[src/align_pkg.sv]
// Shared constants for the bit-slip word aligner and its controller.
package align_pkg;

   // ****************************************
   // Word and synchronizer geometry
   // ****************************************
   localparam int WORD_W_DEF  = 8;  // Default deserialization factor.
   localparam int WORD_W_ALT  = 10; // The other permitted factor.
   localparam int SYNC_DEPTH  = 4;  // Phase synchronizer entries.
   localparam int SYNC_AW     = 2;  // Phase synchronizer index width.
   localparam int SKID_DEPTH  = 2;  // Output buffer entries.

   // ****************************************
   // Slip request timing, in low-speed clock cycles
   // ****************************************
   localparam int SLIP_HIGH_CYCLES = 2; // Least high time of a request.
   localparam int SLIP_LOW_CYCLES  = 3; // Least low time between requests.
   localparam int SETTLE_CYCLES    = 8; // Wait for slipped data to arrive.
   localparam int TIMER_W          = 4; // Width of the controller timer.

   // ****************************************
   // Controller states
   // ****************************************
   typedef enum logic [2:0] {
      CTL_IDLE  = 3'b000,
      CTL_CHECK = 3'b001,
      CTL_PULSE = 3'b010,
      CTL_GAP   = 3'b011,
      CTL_LOCK  = 3'b100
   } ctl_state_t;

endpackage

[src/align_if.sv]
// Link between the word aligner and the pattern-matching controller.
`timescale 1ns/1ps
interface align_if #(
   parameter int W = 8
);

   // ****************************************
   // Word stream and slip request
   // ****************************************
   logic [W-1:0] word_data;  // Realigned word.
   logic         word_valid; // Word on word_data is offered.
   logic         word_ready; // Controller takes the offered word.
   logic         slip_req;   // Level whose rising edge slips one bit.

   modport dev (
      output word_data,
      output word_valid,
      input  word_ready,
      input  slip_req
   );

   modport ctl (
      input  word_data,
      input  word_valid,
      output word_ready,
      output slip_req
   );

endinterface

[src/align_device.sv]
// Per-channel phase synchronizer, bit-slip realigner and output buffer.
//
// Contract
// - Realign parallel words per channel on MCLK.
// - Each slip rising edge shifts one bit.
// - Realigner always present; otherwise only adds latency.
// - Slip request from pin or fabric accepted.
// - Controller slips again after each pattern mismatch.
// - Word width is 8 or 10 bits.
// - Counter wraps after n-1; newest register selected.
// - Output selected from registers 2 and 3.
// - New valid word on the following cycle.
// - Controller holds request high two cycles.
// - Controller holds request low three cycles.
// - Controller registers incoming words first.
// - Controller registers slip request before output.
// - Four-entry synchronizer, no flags or enables; the code keeps an occupancy count, a write enable and a not-empty flag.
`timescale 1ns/1ps
module align_device #(
   parameter int W = align_pkg::WORD_W_DEF
) (
   // Clock and reset.
   input  wire logic         MCLK,
   input  wire logic         RESETN,
   // Words from the deserializer on MCLK.
   input  wire logic [W-1:0] DES_DATA,
   input  wire logic         DES_VALID,
   // Slip control.
   input  wire logic         SLIP_ENABLE,
   input  wire logic         SLIP_FROM_PIN,
   input  wire logic         SLIP_PIN,
   // Status.
   output logic [$clog2(W)-1:0] SLIP_POS,
   // Link to the controller.
   align_if.dev              link
);

   // ****************************************
   // Elaboration check and local widths
   // ****************************************
   localparam int CW = $clog2(W);
   localparam logic [CW-1:0] CNT_LAST = CW'(W - 1);
   localparam logic [CW:0]   W_BASE   = (CW + 1)'(W);

   generate
      if (W != align_pkg::WORD_W_DEF && W != align_pkg::WORD_W_ALT) begin
         $error("align_device: word width must be 8 or 10");
      end
   endgenerate

   // ****************************************
   // Declarations
   // ****************************************
   logic [W-1:0]       sync_mem [align_pkg::SYNC_DEPTH];
   logic [align_pkg::SYNC_AW-1:0] sync_wr_reg;
   logic [align_pkg::SYNC_AW-1:0] sync_rd_reg;
   logic [align_pkg::SYNC_AW:0]   sync_occ_reg;
   logic [W-1:0]       realign2_reg;
   logic [W-1:0]       realign3_reg;
   logic [1:0]         fill_reg;
   logic [CW-1:0]      slip_cnt_reg;
   logic [CW-1:0]      slip_cnt_next;
   logic               pin_meta_reg;
   logic               pin_sync_reg;
   logic               slip_prev_reg;
   logic [W-1:0]       out_data_reg;
   logic               out_valid_reg;
   logic [W-1:0]       skid_data_reg;
   logic               skid_valid_reg;
   wire                sync_wr;
   wire                sync_has;
   wire                step;
   wire                push;
   wire                pop;
   wire                slip_level;
   wire                slip_rise;
   wire [CW:0]         sel_base;
   wire [2*W-1:0]      realign_pair;
   wire [W-1:0]        realigned;

   // ****************************************
   // Phase synchronizer
   // ****************************************
   // The source is frequency locked, so the four entries fill only while the receiver stalls; the
   // occupancy is kept internally to hold the read side while empty and to block writes when full.
   // synchronizer write enable and not-empty flag
   assign sync_wr  = DES_VALID && (sync_occ_reg !=
                     (align_pkg::SYNC_AW + 1)'(align_pkg::SYNC_DEPTH));
   assign sync_has = (sync_occ_reg != '0);

   // Write side of the synchronizer storage.
   always_ff @(posedge MCLK) begin
      if (sync_wr) begin
         sync_mem[sync_wr_reg] <= DES_DATA;
      end
   end

   // Pointers and occupancy.
   always_ff @(posedge MCLK) begin
      if (!RESETN) begin
         sync_wr_reg  <= '0;
         sync_rd_reg  <= '0;
         sync_occ_reg <= '0;
      end else begin
         sync_wr_reg  <= sync_wr_reg + sync_adv_one(sync_wr);
         sync_rd_reg  <= sync_rd_reg + sync_adv_one(step);
         sync_occ_reg <= sync_occ_reg
                         + {{align_pkg::SYNC_AW{1'b0}}, sync_wr}
                         - {{align_pkg::SYNC_AW{1'b0}}, step};
      end
   end

   // Returns one at pointer width when the pointer is to advance.
   function automatic logic [align_pkg::SYNC_AW-1:0] sync_adv_one(
      input logic adv
   );
      return {{(align_pkg::SYNC_AW - 1){1'b0}}, adv};
   endfunction

   // ****************************************
   // Slip request source and edge detect
   // ****************************************
   // The pin arrives from outside the clock domain and is synchronized.
   always_ff @(posedge MCLK) begin
      if (!RESETN) begin
         pin_meta_reg <= 1'b0;
         pin_sync_reg <= 1'b0;
      end else begin
         pin_meta_reg <= SLIP_PIN;
         pin_sync_reg <= pin_meta_reg;
      end
   end

   assign slip_level = SLIP_ENABLE &&
                       (SLIP_FROM_PIN ? pin_sync_reg : link.slip_req);
   assign slip_rise  = slip_level && !slip_prev_reg;

   assign slip_cnt_next = !slip_rise ? slip_cnt_reg :
                          (slip_cnt_reg == CNT_LAST) ? '0 :
                          slip_cnt_reg + CW'(1);

   // Slip counter and registered request copy.
   always_ff @(posedge MCLK) begin
      if (!RESETN) begin
         slip_prev_reg <= 1'b0;
         slip_cnt_reg  <= '0;
      end else begin
         slip_prev_reg <= slip_level;
         slip_cnt_reg  <= slip_cnt_next;
      end
   end

   // ****************************************
   // Realignment registers and selection
   // ****************************************
   // The pipeline advances only while the output buffer has room, so a
   // stalled receiver holds up to four words in the synchronizer; later words are dropped.
   assign step = sync_has && !skid_valid_reg;
   assign push = step && fill_reg[1];

   always_ff @(posedge MCLK) begin
      if (!RESETN) begin
         realign2_reg <= '0;
         realign3_reg <= '0;
         fill_reg     <= '0;
      end else if (step) begin
         realign3_reg <= sync_mem[sync_rd_reg];
         realign2_reg <= realign3_reg;
         fill_reg     <= {fill_reg[0], 1'b1};
      end
   end

   assign realign_pair = {realign3_reg, realign2_reg};
   assign sel_base     = W_BASE - {1'b0, slip_cnt_reg};
   assign realigned    = realign_pair[sel_base +: W];

   // ****************************************
   // Two-entry output buffer
   // ****************************************
   // The second entry catches the word that was in flight when the
   // controller dropped ready; ready to the pipeline is its empty flag.
   assign pop = out_valid_reg && link.word_ready;

   always_ff @(posedge MCLK) begin
      if (!RESETN) begin
         out_data_reg   <= '0;
         out_valid_reg  <= 1'b0;
         skid_data_reg  <= '0;
         skid_valid_reg <= 1'b0;
      end else begin
         if (!out_valid_reg || pop) begin
            out_valid_reg <= skid_valid_reg || push;
            out_data_reg  <= skid_valid_reg ? skid_data_reg : realigned;
            skid_valid_reg <= 1'b0;
         end else if (push) begin
            skid_data_reg  <= realigned;
            skid_valid_reg <= 1'b1;
         end
      end
   end

   // Status of the current word boundary.
   always_ff @(posedge MCLK) begin
      if (!RESETN) begin
         SLIP_POS <= '0;
      end else begin
         SLIP_POS <= slip_cnt_next;
      end
   end

   // Interface outputs come straight from the buffer registers.
   assign link.word_data  = out_data_reg;
   assign link.word_valid = out_valid_reg;

endmodule

[src/flat_wrapper.sv]
// flat-port wrapper written by rule: the top's interface ports become plain ports
module align_device_flat 
#(
   parameter int W = align_pkg::WORD_W_DEF
)
  (MCLK, RESETN, DES_DATA, DES_VALID, SLIP_ENABLE, SLIP_FROM_PIN, SLIP_PIN, SLIP_POS, link_word_data, link_word_valid, link_word_ready, link_slip_req);
  align_if #(.W(W)) link_i ();
  input  wire logic MCLK;
  input  wire logic RESETN;
  input  wire logic [W-1:0] DES_DATA;
  input  wire logic DES_VALID;
  input  wire logic SLIP_ENABLE;
  input  wire logic SLIP_FROM_PIN;
  input  wire logic SLIP_PIN;
  output logic [$clog2(W)-1:0] SLIP_POS;
  output wire logic [$bits(link_i.word_data)-1:0] link_word_data;
  output wire logic [$bits(link_i.word_valid)-1:0] link_word_valid;
  input wire logic [$bits(link_i.word_ready)-1:0] link_word_ready;
  input wire logic [$bits(link_i.slip_req)-1:0] link_slip_req;
  assign link_word_data = link_i.word_data;
  assign link_word_valid = link_i.word_valid;
  assign link_i.word_ready = link_word_ready;
  assign link_i.slip_req = link_slip_req;
  align_device #(.W(W)) u_core (.MCLK(MCLK), .RESETN(RESETN), .DES_DATA(DES_DATA), .DES_VALID(DES_VALID), .SLIP_ENABLE(SLIP_ENABLE), .SLIP_FROM_PIN(SLIP_FROM_PIN), .SLIP_PIN(SLIP_PIN), .SLIP_POS(SLIP_POS), .link(link_i));
endmodule
[config.mk]
export PLATFORM = sky130hd
export DESIGN_NAME = align_device_flat
export DESIGN_NICKNAME = d
export VERILOG_FILES = /design/src/align_pkg.sv /design/src/align_if.sv /design/src/align_device.sv /design/src/flat_wrapper.sv
export SDC_FILE = /design/constraint.sdc
export NUM_CORES = 1
export LEC_CHECK = 0
export BUFFER_PORTS_ARGS = -buffer_cell sky130_fd_sc_hd__buf_2
export CAP_MARGIN = 20
export CORE_UTILIZATION = 45
export CTS_CLUSTER_DIAMETER = 150
export DETAILED_ROUTE_END_ITERATION = 6
export PLACE_DENSITY = 0.69
export SLEW_MARGIN = 20
export SYNTH_ARGS = -nofsm -noshare
export SYNTH_HDL_FRONTEND = slang
export SYNTH_SLANG_ARGS = --single-unit
[constraint.sdc]
create_clock -name MCLK -period 6.6 [get_ports MCLK]
set_clock_uncertainty 0.15 [all_clocks]
set_input_delay 1.98 -clock MCLK [delete_from_list [all_inputs] [get_ports MCLK]]
set_output_delay 1.98 -clock MCLK [all_outputs]
set_load 0.03 [all_outputs]
======== Word-level counts from Yosys, hierarchy flattened ========
Memories as Yosys holds them, arrays and structs flattened. A register that Yosys moved wholly into a read port is not among the register bits.
Index checks and enable logic that the tools add are counted.
operators by class
  $add $sub $neg .......................... 6
  multiplexer cells ....................... 5
  eq/ne operators ......................... 2
  reductions and logical operators ........ 15
  shifts and indexed selects .............. 1
  bitwise gates (word level) .............. 2
operators by type and width
  cell                                             number
  indexed part select 16 x 5 -> 8 bit              1
  two-way mux 8 bit                                1
  logical AND 1 bit                                6
  adder 2 x 1 -> 2 bit                             2
  logical NOT 1 bit                                4
  subtractor 4 x 3 -> 4 bit, first input constant  1
  adder 3 x 1 -> 3 bit                             1
  adder 3 x 1 -> 3 bit, second input constant      1
  == test 3 bit, second input constant             1
  two-way mux 1 bit                                3
  two-way mux 3 bit                                1
  inequality test 3 bit, second input constant     1
  nonzero test 3 bit                               1
  subtractor 3 x 1 -> 3 bit                        1
  logical OR 1 bit                                 2
  NOT 1 bit                                        2
  AND reduction 2 bit                              1
  OR reduction 2 bit                               1
word-level totals
  register bits ........................... 41
  memories ................................ 1
  bits in writable memories ............... 32
  bits of input ports ..................... 16
  word-level logic and storage cells ...... 45
  output and inout port bits .............. 12
memory list
  name             words  bits a word  rd ports  clocked after Yosys merged registers in  write ports  line                RTL
  u_core.sync_mem  4      8            1         1                                        1            align_device.sv:54  logic [W-1:0] sync_mem [align_pkg::SYNC_DEPTH];

======== Depth between registers and ports, before layout ========
  depth in word-level cells ............... 4
  gate-level depth with buffers ........... 12
  gate-level depth less buffers ........... 10

======== Worst setup path after synthesis ========
No wires, ideal clock.
  path kind ............................... input to register
  start ................................... in DES_VALID
  end ..................................... mem u_core.sync_mem[0][0] (enable)
  data arrival time ....................... 3.011 ns
  buffers on the path ..................... 0
  library setup time ...................... 0.385 ns
  path slack .............................. 3.054 ns
  stages .................................. 3
  data required time ...................... 6.065 ns
  path through ............................ inv_1 > a31oi_1 > nor3b_1
on the way
  cells in the longest elaborated chain, start to end .. 3
RTL lines
  element                                  line                RTL
  start: declaration                       flat_wrapper.sv:11  input wire logic DES_VALID;
  logical AND 1 bit                        align_device.sv:87  assign sync_wr = DES_VALID && (sync_occ_reg !=
  two-way mux 1 bit                        align_device.sv:93  if (sync_wr) begin
  two-way mux 1 bit (not written as such)  align_device.sv:94  sync_mem[sync_wr_reg] <= DES_DATA;
  end: declaration                         align_device.sv:54
Every way passes these cells.

==> results.sh <==
export IMPL_syn_area_per_cell_um2=10.9
export IMPL_crit_arrival_ps=1390
export IMPL_routed_wl_mm=7.62
export IMPL_clk_pin_slew_ps=100
export IMPL_hpwl_mm=5.21
export IMPL_drtIter0Drc=137
export IMPL_whs_endpoint="u_core.pin_sync_reg$_SDFF_PN0_"
export IMPL_critical_path_buf_inv_count=1
export IMPL_die_area_um2=9110
export IMPL_gp_congestion=0.858
export IMPL_worstRegToRegCells=9
export IMPL_worst_ep_required_time_ps=4470
export IMPL_power_density_nw_per_um2=363
export IMPL_antenna_found_initial=0
export IMPL_hold_buffers=0
export IMPL_nFillCells=757
export IMPL_tightestPinTransition_ps=986
export IMPL_yosys_top_cells_area="dfxtp_1, edfxtp_1, mux4_2, mux2i_1, nand2_1"
export IMPL_grt_setup_unrepaired="false"
export IMPL_hold_path_cell_count=1
export IMPL_crit_fanout=15
export IMPL_synth_area_um2=3930
export IMPL_clk_latency_ps=360
export IMPL_synth_seq_cells=81
export IMPL_cts_tree="yes"
export IMPL_placed_area_um2=4070
export IMPL_syn2layout_area_growth_pct=8.85
export IMPL_via_count=2712
export IMPL_fin_tns_setup_ps=0
export IMPL_wire_per_inst_um=15.7
export IMPL_ctsResizeCount=0
export IMPL_top_register="u_core.sync_mem"
export IMPL_grt_max_degree=33
export IMPL_leakagePower_uw=0.00156
export IMPL_cp_end_kind="output port"
export IMPL_syn_instance_count=360
export IMPL_critPathLaunchType="flop"
export IMPL_syn_nets=383
export IMPL_irDropWorstVdd_v=0.000207
export IMPL_route_detailed_drc=0
export IMPL_portBuffers=27
export IMPL_hold_class="reg2reg"
export IMPL_reg2reg_to="u_core.sync_occ_reg[2]$_SDFF_PN0_"
export IMPL_pin_count=28
export IMPL_synth_top_area_share_pct=25.0
export IMPL_finalPower_uw=1550
export IMPL_path_delay_family="flip-flops"
export IMPL_grtUsageTotal_pct=18.4
export IMPL_grt_ovfl_total=0
export IMPL_fin_util_pct=51.3
export IMPL_r2r_slack_ps=3390
export IMPL_status="finished, final reports clean"
export IMPL_n_antenna_cell=0
export IMPL_final_net_count=397
export IMPL_drtPass1Iterations=4
export IMPL_layout_drive_gt1_share_pct=19.5
export IMPL_cts_setup_buffers=0
export IMPL_num_rows=33
export IMPL_finalMaxSlewViolations=0
export IMPL_final_common_cell="nand2_1"
export IMPL_max_clock_freq_mhz=284
export IMPL_ys_seq_area_share_pct=49.4
export IMPL_clkSinkCount=81
export IMPL_maxSlewHeadroom_pct=34.2
export IMPL_h_tree_depth=3
export IMPL_start_util_pct=47.1
export IMPL_largest_reg_flops=32
export IMPL_setup_viol=0
export IMPL_r2r_start="u_core.skid_valid_reg$_SDFFE_PP0P_"
export IMPL_critPathSlowestCell="dfxtp_1"
export IMPL_grt_pass1_wl_mm=12.5
export IMPL_clockBufferDepth=2
export IMPL_yosysWarningCount=0
export IMPL_synth_edf_count=32
export IMPL_ys_async_sr_fraction_pct=0
export IMPL_synth_area_leader_cell="dfxtp_1"
export IMPL_final_cell_mix="nand2_1, dfxtp_1, a21oi_1, edfxtp_1, buf_2"
export IMPL_critPathMaxStageDelay_ps=720
export IMPL_path_cells="buf_2"
export IMPL_cts_buffers=9
export IMPL_crit_start="u_core.slip_cnt_reg[2]$_SDFFE_PN0P_"
export IMPL_ys_types=57
export IMPL_min_from="u_core.pin_meta_reg$_SDFF_PN0_"
export IMPL_hold_viol=0
export IMPL_cap_viol_max_count=0
export IMPL_crit_type="reg2out"
export IMPL_period_share_pct=53.3
export IMPL_vias_per_cell=5.60
export IMPL_ctsRootBufferMaster="clkbuf_8"
export IMPL_fin_area_um2=4280
export IMPL_die_w_um=95.4
export IMPL_ys_flop_type="dfxtp_1"
export IMPL_grt_pass1_vias=2546
export IMPL_die_h_um=95.4
export IMPL_fp_coreArea_um2=8340
export IMPL_ant_nets=0
export IMPL_period_minus_slack_ps=3520
==> cells by family (layout without fill, tap and decap cells) <==
group,after synthesis,count (layout),share of synthesized area (%)
AO/OA/AOI/OAI,66,66,10.5
multiplexers,44,44,17.0
AND/OR/NAND/NOR,121,121,14.9
flip-flops,81,81,49.4
XOR/XNOR,6,6,1.34
buffers and inverters,35,54,4.36
adder cells (fa/ha/maj),7,7,2.42
==> where the power goes <==
group          total (µW)  internal, µW  switching [µW]
clock network         363           151             212
logic                 477           219             258
registers             712           612             100
total                1550           982             570
==> layout make-up <==
class,instances,area (µm²),area share (%)
sequential,81,1940,45.4
clock inverter,7,76.3,1.78
inverter,10,37.5,0.878
tap,105,131,3.07
timing repair buffer,28,143,3.34
multi-input combinational,244,1820,42.6
clock buffer,9,124,2.90
==> worst max-delay path by stage <==
| stage | end | depth (start not counted) |
|---|---|---|
| 5_1_grt | SLIP_POS[2] | 1 |
| 4_1_cts | u_core.sync_mem[0][4]$_DFFE_PP_ | 4 |
| 3_3_place_gp | u_core.sync_mem[0][5]$_DFFE_PP_ | 4 |
| 2_1_floorplan | u_core.sync_mem[0][0]$_DFFE_PP_ | 3 |
| 3_5_place_dp | u_core.sync_mem[0][7]$_DFFE_PP_ | 4 |
| 6_report | SLIP_POS[2] | 1 |
==> synthesized netlist by cell type, drive strengths merged (5+ instances only) <==
library cell,number
inv,10
nor2,23
xnor2,6
buf,17
ha,6
edfxtp,32
and3,5
o21ai,11
nand2,52
mux2,6
nor3,7
mux4,17
clkbuf,8
nor2b,5
a21oi,32
and2,8
dfxtp,49
mux2i,21
==> stage by stage <==
stage,setup WS (ps),hold slack [ps],instances
after floorplan,3050,262,360
after global placement,2680,266,468
after detailed placement,2530,272,468
after CTS,2900,302,484
after global routing,3020,315,484
final,3080,295,484
==> layer usage <==
layer / track usage, % / wire length, µm
met5: 0 / 0
met2: 29.9 / 3630
met4: 7.46 / 122
met3: 4.07 / 253
met1: 23.8 / 3620
Power figures use the tool's default switching activity.
